[src/logic/mrw_pkg.sv]
// Constants shared by the module reset and watchdog logic
package mrw_pkg;

  // ==========================================================================
  // Clock and timing
  // ==========================================================================
  localparam int unsigned CLK_MHZ          = 200;
  localparam int unsigned CYC_PER_MS       = CLK_MHZ * 1000;
  // Normal timeout, typical figure inside the 70..140 ms window
  localparam int unsigned NORMAL_TIMEOUT_MS = 100;
  localparam int unsigned NORMAL_MIN_MS     = 70;
  localparam int unsigned NORMAL_MAX_MS     = 140;
  // First timeout after reset, typical figure inside 1..2.25 s
  localparam int unsigned FIRST_TIMEOUT_MS  = 1600;
  localparam int unsigned FIRST_MIN_MS      = 1000;
  localparam int unsigned FIRST_MAX_MS      = 2250;
  localparam int unsigned NORMAL_TIMEOUT_CYC = NORMAL_TIMEOUT_MS * CYC_PER_MS;
  localparam int unsigned FIRST_TIMEOUT_CYC  = FIRST_TIMEOUT_MS * CYC_PER_MS;

  // ==========================================================================
  // Widths and reset values
  // ==========================================================================
  localparam int unsigned CNT_W      = 32;
  localparam int unsigned NUM_CS     = 3;
  localparam int unsigned HOLD_W     = 5;
  localparam logic [HOLD_W-1:0] RST_HOLD_CYC = 5'h10;
  localparam logic [NUM_CS-1:0] CS_IDLE_N    = 3'h7;

  // ==========================================================================
  // Controller states
  // ==========================================================================
  typedef enum logic [1:0] {
    ST_HOLD  = 2'h1,
    ST_ARMED = 2'h2
  } mrw_state_t;

endpackage

[src/logic/mrw_tmr_if.sv]
// Carrier between the reset controller and the watchdog timer
`timescale 1ns/1ps
`default_nettype none

interface mrw_tmr_if;
  logic load_first;
  logic load_normal;
  logic run;
  logic expired;

  modport ctrl (output load_first, output load_normal, output run, input expired);
  modport tmr  (input load_first, input load_normal, input run, output expired);
endinterface

`default_nettype wire

[src/logic/mrw_timer.sv]
// Down-counting watchdog timer with first and normal reload values
`timescale 1ns/1ps
`default_nettype none

module mrw_timer #(
  parameter logic [31:0] FIRST_CYC  = 32'h1312D000,
  parameter logic [31:0] NORMAL_CYC = 32'h01312D00
) (
  input wire logic clk,
  input wire logic rst_n,
  mrw_tmr_if.tmr   tif
);

  typedef struct packed {
    logic [31:0] cnt;
    logic        expired;
  } mrw_tmr_state_t;

  mrw_tmr_state_t st_ff;
  mrw_tmr_state_t nxt_st;

  // ==========================================================================
  // Count logic
  // ==========================================================================
  always_comb begin
    nxt_st = st_ff;
    if (tif.load_first) begin
      nxt_st.cnt = FIRST_CYC;
    end else if (tif.load_normal) begin
      nxt_st.cnt = NORMAL_CYC;
    end else if (tif.run && st_ff.cnt != 32'h0) begin
      nxt_st.cnt = st_ff.cnt - 32'h1;
    end
    nxt_st.expired = tif.run && !tif.load_first && !tif.load_normal && st_ff.cnt == 32'h0;
  end

  always_ff @(posedge clk or negedge rst_n) begin
    if (!rst_n) begin
      st_ff <= '{cnt: 32'h0, expired: 1'b0};
    end else begin
      st_ff <= nxt_st;
    end
  end

  assign tif.expired = st_ff.expired;
endmodule

`default_nettype wire

[src/logic/mrw_top.sv]
// Module reset controller: external watchdog and supply-fail supervisor
//
// Summary of operation
// - The watchdog counts down from a preset value and resets the whole module when it reaches zero.
// - Each level change of the kick line reloads the timer; the normal timeout is 100 ms, within 70 to 140 ms.
// - Right after any reset the first timeout is 1.6 s, within 1 to 2.25 s, then the normal period applies.
// - Leaving the kick line undriven disables the watchdog, which then issues no reset.
// - An active supply-fail indication drives a controlled reset of the whole module.
// - During supply failure the SRAM goes to battery backup and its chip selects are gated off.
`timescale 1ns/1ps
`default_nettype none

module mrw_top #(
  parameter int unsigned FIRST_CYC  = mrw_pkg::FIRST_TIMEOUT_CYC,
  parameter int unsigned NORMAL_CYC = mrw_pkg::NORMAL_TIMEOUT_CYC
) (
  // Clock and reset
  input  wire logic                      CLK,
  input  wire logic                      RESETN,
  // Watchdog kick line from the processor
  input  wire logic                      WATCHDOG_KICK_LINE,
  input  wire logic                      WATCHDOG_KICK_DRIVEN,
  // Supply supervisor
  input  wire logic                      SUPPLY_FAIL,
  // SRAM select path
  input  wire logic [mrw_pkg::NUM_CS-1:0] CPU_SRAM_CS_N,
  output var  logic [mrw_pkg::NUM_CS-1:0] SRAM_CS_N,
  output var  logic                      SRAM_BATT_SEL,
  // Module reset
  output var  logic                      MODULE_RESET_OUT_N
);

  typedef struct packed {
    logic [1:0]                    kick_sync;
    logic [1:0]                    drv_sync;
    logic [1:0]                    fail_sync;
    logic [2*mrw_pkg::NUM_CS-1:0]  cs_sync;
    logic                          kick_prev;
    mrw_pkg::mrw_state_t           state;
    logic [mrw_pkg::HOLD_W-1:0]    hold_cnt;
    logic                          rst_out_n;
    logic                          batt_sel;
    logic [mrw_pkg::NUM_CS-1:0]    cs_out_n;
  } mrw_top_state_t;

  logic [1:0]     rst_sync_ff;
  logic           rst_n;
  mrw_top_state_t st_ff;
  mrw_top_state_t nxt_st;
  mrw_tmr_if      tif ();

  // Synchronised pin levels, second stage only
  logic                       kick_s;
  logic                       drv_s;
  logic                       fail_s;
  logic [mrw_pkg::NUM_CS-1:0] cs_s;
  logic                       kick_edge;
  logic                       hold_done;

  // ==========================================================================
  // Reset synchroniser
  // ==========================================================================
  always_ff @(posedge CLK or negedge RESETN) begin
    if (!RESETN) begin
      rst_sync_ff <= 2'h0;
    end else begin
      rst_sync_ff <= {rst_sync_ff[0], 1'b1};
    end
  end

  assign rst_n = rst_sync_ff[1];

  // ==========================================================================
  // Control logic
  // ==========================================================================
  assign kick_s    = st_ff.kick_sync[1];
  assign drv_s     = st_ff.drv_sync[1];
  assign fail_s    = st_ff.fail_sync[1];
  assign cs_s      = st_ff.cs_sync[2*mrw_pkg::NUM_CS-1:mrw_pkg::NUM_CS];
  assign kick_edge = kick_s != st_ff.kick_prev;
  assign hold_done = st_ff.hold_cnt == '0;

  always_comb begin
    nxt_st = st_ff;
    tif.load_first  = 1'b0;
    tif.load_normal = 1'b0;
    tif.run         = 1'b0;
    nxt_st.kick_sync = {st_ff.kick_sync[0], WATCHDOG_KICK_LINE};
    nxt_st.drv_sync  = {st_ff.drv_sync[0], WATCHDOG_KICK_DRIVEN};
    nxt_st.fail_sync = {st_ff.fail_sync[0], SUPPLY_FAIL};
    nxt_st.cs_sync   = {st_ff.cs_sync[mrw_pkg::NUM_CS-1:0], CPU_SRAM_CS_N};
    nxt_st.kick_prev = kick_s;
    case (st_ff.state)
      mrw_pkg::ST_HOLD: begin
        nxt_st.rst_out_n = 1'b0;
        if (fail_s) begin
          nxt_st.hold_cnt = mrw_pkg::RST_HOLD_CYC;
        end else if (hold_done) begin
          nxt_st.state     = mrw_pkg::ST_ARMED;
          nxt_st.rst_out_n = 1'b1;
          tif.load_first   = 1'b1;
        end else begin
          nxt_st.hold_cnt = st_ff.hold_cnt - 5'h1;
        end
      end
      mrw_pkg::ST_ARMED: begin
        if (fail_s) begin
          nxt_st.state     = mrw_pkg::ST_HOLD;
          nxt_st.rst_out_n = 1'b0;
          nxt_st.hold_cnt  = mrw_pkg::RST_HOLD_CYC;
        end else if (!drv_s) begin
          tif.load_normal = 1'b1;
        end else if (tif.expired) begin
          nxt_st.state     = mrw_pkg::ST_HOLD;
          nxt_st.rst_out_n = 1'b0;
          nxt_st.hold_cnt  = mrw_pkg::RST_HOLD_CYC;
        end else if (kick_edge) begin
          tif.load_normal = 1'b1;
        end else begin
          tif.run = 1'b1;
        end
      end
      default: begin
        nxt_st.state     = mrw_pkg::ST_HOLD;
        nxt_st.rst_out_n = 1'b0;
        nxt_st.hold_cnt  = mrw_pkg::RST_HOLD_CYC;
      end
    endcase
    // Battery backup and chip select gating follow the supply state
    nxt_st.batt_sel = fail_s;
    nxt_st.cs_out_n = fail_s ? mrw_pkg::CS_IDLE_N : cs_s;
  end

  always_ff @(posedge CLK or negedge rst_n) begin
    if (!rst_n) begin
      st_ff <= '{kick_sync: 2'h0, drv_sync: 2'h0, fail_sync: 2'h0, cs_sync: 6'h3F, kick_prev: 1'b0,
                 state: mrw_pkg::ST_HOLD, hold_cnt: mrw_pkg::RST_HOLD_CYC, rst_out_n: 1'b0,
                 batt_sel: 1'b0, cs_out_n: mrw_pkg::CS_IDLE_N};
    end else begin
      st_ff <= nxt_st;
    end
  end

  // ==========================================================================
  // Watchdog timer
  // ==========================================================================
  mrw_timer #(
    .FIRST_CYC  (FIRST_CYC[31:0]),
    .NORMAL_CYC (NORMAL_CYC[31:0])
  ) u_timer (
    .clk   (CLK),
    .rst_n (rst_n),
    .tif   (tif.tmr)
  );

  // ==========================================================================
  // Outputs
  // ==========================================================================
  assign MODULE_RESET_OUT_N = st_ff.rst_out_n;
  assign SRAM_BATT_SEL      = st_ff.batt_sel;
  assign SRAM_CS_N          = st_ff.cs_out_n;
endmodule

`default_nettype wire

[config.mk]
export PLATFORM = sky130hd
export DESIGN_NAME = mrw_top
export DESIGN_NICKNAME = d
export VERILOG_FILES = /design/src/logic/mrw_pkg.sv /design/src/logic/mrw_tmr_if.sv /design/src/logic/mrw_timer.sv /design/src/logic/mrw_top.sv
export SDC_FILE = /design/constraint.sdc
export NUM_CORES = 1
export LEC_CHECK = 0
export ABC_AREA = 1
export BUFFER_PORTS_ARGS = -buffer_cell sky130_fd_sc_hd__clkbuf_2
export CAP_MARGIN = 25
export CORE_MARGIN = 1
export CORE_UTILIZATION = 25
export DETAILED_ROUTE_END_ITERATION = 10
export SYNTH_ARGS = -nofsm -noshare
export SYNTH_HDL_FRONTEND = slang
export SYNTH_SLANG_ARGS = --single-unit
[constraint.sdc]
create_clock -name CLK -period 2.3 [get_ports CLK]
set_input_delay 0.23 -clock CLK [delete_from_list [all_inputs] [get_ports CLK]]
set_output_delay 0.23 -clock CLK [all_outputs]
set_load 0.01 [all_outputs]
Yosys cells after proc, flatten, opt, wreduce, memory -nomap -nowiden

Index checks and enable logic that the tools add are counted.

Register bits after elaboration: 60
Output and inout bits: 5

Add/sub/neg operators: 2
Eq/ne operators: 8
Muxes and demuxes: 25
Reductions and logical operators: 13

Operators by type and width:

| cell                                                  | count |
|---|---|
| 2-to-1 mux 32 bit                                     | 3 |
| logical NOT 32 bit                                    | 1 |
| nonzero test 32 bit                                   | 1 |
| subtractor 32 x 1 -> 32 bit, second input constant    | 1 |
| 2-to-1 mux 8 bit                                      | 3 |
| case mux 8 bit (2 select lines)                       | 1 |
| 2-to-1 mux 1 bit                                      | 13 |
| 2-to-1 mux 5 bit                                      | 2 |
| inequality test 3 bit, second input constant          | 2 |
| logical NOT 5 bit                                     | 1 |
| subtractor 5 x 1 -> 5 bit, second input constant      | 1 |
| logical AND 1 bit                                     | 4 |
| 2-to-1 mux 2 bit                                      | 2 |
| inequality test 2 bit, second input constant          | 2 |
| AND reduction 4 bit                                   | 1 |
| 2-to-1 mux 3 bit                                      | 1 |
| inequality test 3 x 2 -> 1 bit, second input constant | 1 |
| AND reduction 3 bit                                   | 1 |
| nonzero test 3 bit                                    | 1 |
| == test 2 x 1 -> 1 bit, second input constant         | 1 |
| == test 2 bit, second input constant                  | 1 |
| logical NOT 1 bit                                     | 2 |
| AND reduction 2 bit                                   | 1 |
| inequality test 1 bit                                 | 1 |

Logic depth before layout (Yosys ltp)

Word-level depth: 10
Mapped depth: 12
Mapped depth without buffers: 11

Hierarchy

Synthesis repeated with hierarchy kept, for this count alone.

Cell total of the unflattened synthesis: 429
Area, all modules: 3,201.8 um^2

Modules (own cells, without submodules):

| module    | times used | cells an instance | area an instance (um^2) | sequential area each (um^2) |
|---|---|---|---|---|
| mrw_timer | 1          | 328               | 2,157.1                 | 825.8 |
| mrw_top   | 1          | 101               | 1,044.8                 | 689.4 |

Worst setup path before layout

Ideal clock, no wire load.

Kind: register -> register
Start: register u_timer.st_ff[1] (netlist bit)
End: register u_timer.st_ff[23] (netlist bit)
Setup time: 0.119 ns
Arrival: 1.579 ns
Slack: 0.602 ns
Cell stages (with the launch flop): 11
Cells stage by stage: dfrtp_1 -> inv_1 -> ha_1 -> nand2_1 -> nor2_4 -> nand2_2 -> nor2_2 -> nor2_4 -> buf_4 -> a21oi_1 -> nor2_1

Word-level cells in the longest chain between the ends: 4

Ends and longest elaborated chain:

| what                        | RTL line        | text |
|---|---|---|
| start, declared             | mrw_timer.sv:19 | `mrw_tmr_state_t st_ff;` |
| start signal, assigned      | mrw_timer.sv:39 | `st_ff <= '{cnt: 32'h0, expired: 1'b0};` |
| start signal, assigned      | mrw_timer.sv:41 | `st_ff <= nxt_st;` |
| subtractor 32 x 1 -> 32 bit | mrw_timer.sv:32 | `nxt_st.cnt = st_ff.cnt - 32'h1;` |
| 2-to-1 mux 32 bit           | mrw_timer.sv:31 | `end else if (tif.run && st_ff.cnt != 32'h0) begin` |
| 2-to-1 mux 32 bit           | mrw_timer.sv:29 | `end else if (tif.load_normal) begin` |
| 2-to-1 mux 32 bit           | mrw_timer.sv:27 | `if (tif.load_first) begin` |

Parallel ways exist; a longest one is shown, timed or not. The select of a mux whose other input is x is not followed.
A chain may end at the register's enable or synchronous reset.

Final worst setup path

Start: register u_timer.st_ff[1] (netlist bit)
End: register u_timer.st_ff[10] (netlist bit)

The elaborated chain is that of the path after synthesis.

==> impl_results.md <==
* Seq cells post-synth at 60
* Fraction of final layout cells sized beyond drive strength 1 at roughly 13%
* Final setup violation count at 0
* Achievable frequency at between 400 and 500 MHz
* Min Tclk post-route at roughly 2.1 ns
* Final Hold Viols at 0
* Setup crit end kind: register
* CTS H-Tree Depth at 3
* Total DRC errors in the routed layout at 0
* Post-CTS setup buffer count at 0
* Maximum number of pins on one net before global-route repair at roughly 60
* Share of flip-flops with an asynchronous set or reset at between 90% and 100%
* Antenna violations before repair at 0
* Number of top-level design ports at 13
* Floorplan Core Area at between 0.01 and 0.015 mm^2
* Via count at between 2000 and 3000
* Final wirelength at between 7000 and 8000 um
* Worst slew pin tran at about 0.52 ns
* Drt pass-1 iters at 5
* Type of the worst setup path: reg2reg
* Leakage at around 1.9 nW
* Share of the cycle needed by the critical path after routing at ~90%
* Max Cap Viol at 0
* Syn nets at between 400 and 500
* Layout fillers at 1377
* Via count of the first global-routing pass at between 2000 and 3000
* Area Growth Syn to Fin at 18.5%
* Startpoint class of the critical path: register
* Average cell area after synthesis at approximately 7.6 um^2
* Height of the die at around 120 um
* Setup repair after global routing missed its margin: no
* Required time at the endpoint of the critical path at between 2 and 2.5 ns
* Deepest clock path buffer count at 2
* Final core occ at a little under a third
* Global-route wire length before repair at between 10000 and 15000 um
* Grt total ovfl at 0
* Number of sinks on the clock net at 60
* Total negative slack for setup checks at 0 ns
* Die ar. at roughly 0.013 mm^2
* Seq/Total Area, Yosys at approximately 47%
* HPWL after detailed placement at 5060 um
* Status: finished, final reports clean
* Clock skew after layout at ~0.0044 ns
* Ratio of routed vias to standard cells at 4.42
* Total power density per cell area at ~1200 mW/mm^2
* Yosys warning total at 0
* Path category of the worst min-delay check: in2reg
* Number of synthesized flops with an enable pin at 0
* Initial Util at between 20% and 30%
* Final Slew Violations at 0
* Horiz. Die Dim at between 100 and 150 um
* Post-Layout Inst Area at ~0.0038 mm^2
* Clock root buffer master: sky130_fd_sc_hd__clkbuf_16
* CTS tree: yes
* Routability-driven placement congestion ratio at a little under 0.9
* Port Buf Inserts at 12
* Distinct cell type count of the synthesized netlist at 29
* Hold slack at approximately 0.017 ns
* Most frequently used flop master after synthesis: sky130_fd_sc_hd__dfrtp_1
* Clock latency on the worst-skew pair at around 0.32 ns
* Total global-route track usage at between 10% and 20%
* Final nets at 460
* Worst Path Max Fanout at 26
* Post-Syn Instances at approximately 430
* Post-placement cell area at 0.00349 mm^2
* Worst voltage drop across the vdd grid at 0.000519 V
* Clock transition at the registers of the reported paths at 0.06 ns
* Number of nets with antenna violations after routing at 0
* Total standard cell area after synthesis at 0.00324 mm^2
* Worst slew margin at between 60% and 70%
* Count of inserted antenna diode cells at 0
* Critical path data arrival time at 2.25 ns
* Average wire per cell in the routed design at 11.3 um
* Iteration-0 DRC count of the detailed router at 156
* Num rows at between 40 and 50
* Total clock buffers created by CTS at 9
-- per-stage QoR --
stage                     setup slack (ns)  instances  total power (W)
final                                0.240        626          0.00461
after global routing                0.0698        626          0.00501
after CTS                            0.222        625          0.00464
after detailed placement             0.237        605          0.00325
after global placement               0.346        605          0.00319
after floorplan                      0.525        427          0.00282
-- cell type report --
type	instances	area (um^2)	area share [%]
Clock inverter	7	76.3	1.99
Tap cell	172	215	5.60
Clock buffer	9	225	5.86
Timing Repair Buffer	23	168	4.36
Multi-Input combinational cell	310	1470	38.3
Inverter	45	169	4.40
Sequential cell	60	1520	39.5
-- power breakdown --
group	switching (W)	internal, W	total [W]	leakage [nW]
Clock	0.000510	0.000843	0.00135	0.142
Combinational	0.00112	0.000628	0.00175	1.02
Sequential	0.000224	0.00128	0.00150	0.750
-- registers in the layout (all words and copies together) (netlist names), 2 cells and up --
signal	flops
cs_s	3
SRAM_CS_N	3
st_ff	8
nxt_st	6
rst_sync_ff	2
u_timer.st_ff	32
-- layout by cell type, fill, tap and decap left out, drive strengths merged --
| master | count |
|---|---|
| a21oi | 3 |
| buf | 6 |
| bufinv | 1 |
| clkbuf | 21 |
| clkinv | 3 |
| clkinvlp | 2 |
| conb | 1 |
| dfrtp | 49 |
| dfstp | 11 |
| dlygate4sd3 | 5 |
| ha | 3 |
| inv | 46 |
| nand2 | 127 |
| nand3 | 36 |
| nand3b | 9 |
| nand4 | 14 |
| nor2 | 73 |
| nor3 | 5 |
| nor3b | 1 |
| o21ai | 24 |
| o22ai | 2 |
| or2 | 3 |
| xnor2 | 1 |
| xor2 | 8 |
-- logic make-up after synthesis --
logic type / share of synthesized area, %
AND/OR/NAND/NOR: 36.9
flip-flops: 46.7
buffers and inverters: 7.87
AO/OA/AOI/OAI: 4.79
XOR/XNOR: 2.43
adder cells (fa/ha/maj): 1.16
other: 0.116
-- per-layer routing --
metal	wire length [um]	GRT usage [%]	vias up
met5	0	0	-
met4	114	4.53	0
met3	299	3.14	8
met2	3290	19.7	52
met1	3400	15.7	1308
li1	-	-	1400
-- synth_stat cells (2+ instances only) --
cell type / number / area (um^2)
sky130_fd_sc_hd__a21oi_1: 2 / 10.0
sky130_fd_sc_hd__buf_4: 5 / 37.5
sky130_fd_sc_hd__buf_6: 3 / 33.8
sky130_fd_sc_hd__clkbuf_1: 4 / 15.0
sky130_fd_sc_hd__dfrtp_1: 49 / 1230
sky130_fd_sc_hd__dfstp_2: 11 / 289
sky130_fd_sc_hd__ha_1: 3 / 37.5
sky130_fd_sc_hd__inv_1: 45 / 169
sky130_fd_sc_hd__nand2_1: 123 / 462
sky130_fd_sc_hd__nand2_2: 3 / 18.8
sky130_fd_sc_hd__nand3_1: 36 / 180
sky130_fd_sc_hd__nand3b_1: 9 / 67.6
sky130_fd_sc_hd__nand4_1: 14 / 87.6
sky130_fd_sc_hd__nor2_1: 67 / 251
sky130_fd_sc_hd__nor2_2: 2 / 12.5
sky130_fd_sc_hd__nor2_4: 3 / 33.8
sky130_fd_sc_hd__nor3_1: 5 / 25.0
sky130_fd_sc_hd__o21ai_0: 20 / 100
sky130_fd_sc_hd__o21ai_1: 3 / 15.0
sky130_fd_sc_hd__o22ai_1: 2 / 12.5
sky130_fd_sc_hd__or2_2: 3 / 18.8
sky130_fd_sc_hd__xor2_1: 8 / 70.1
-- final timing paths --
kind	from	endpoint	slack (ns)	cells past startpoint
max in group asynchronous	rst_sync_ff[1]	st_ff[10]	1.73	1
setup / recovery	u_timer.st_ff[1]	u_timer.st_ff[10]	0.24	9
min in group asynchronous	RESETN	rst_sync_ff[0]	0.22	2
setup reg to reg	u_timer.st_ff[1]	u_timer.st_ff[10]	0.24	9
hold reg to reg	rst_sync_ff[1]	st_ff[8]	0.25	1
hold / removal	WATCHDOG_KICK_LINE	nxt_st[24]	0.02	1
-- repair_timing --
| action | in CTS | in global routing |
|---|---|---|
| hold buffers | 4 | 1 |
| endpoints found under the setup margin | 0 | 0 |
| gates resized for setup | 0 | 0 |
| endpoints found under the hold margin | 5 | 1 |
-- critical path: stages, from the launching register on --
cell,delay (ns)
sky130_fd_sc_hd__dfrtp_1,0.38
sky130_fd_sc_hd__inv_1,0.13
sky130_fd_sc_hd__ha_1,0.23
sky130_fd_sc_hd__nand2_1,0.13
sky130_fd_sc_hd__nor2_4,0.20
sky130_fd_sc_hd__nand2_2,0.09
sky130_fd_sc_hd__nor2_2,0.15
sky130_fd_sc_hd__nor2_4,0.12
sky130_fd_sc_hd__nor2_8,0.31
sky130_fd_sc_hd__o21ai_0,0.17
(Power assumes the default switching activity.)
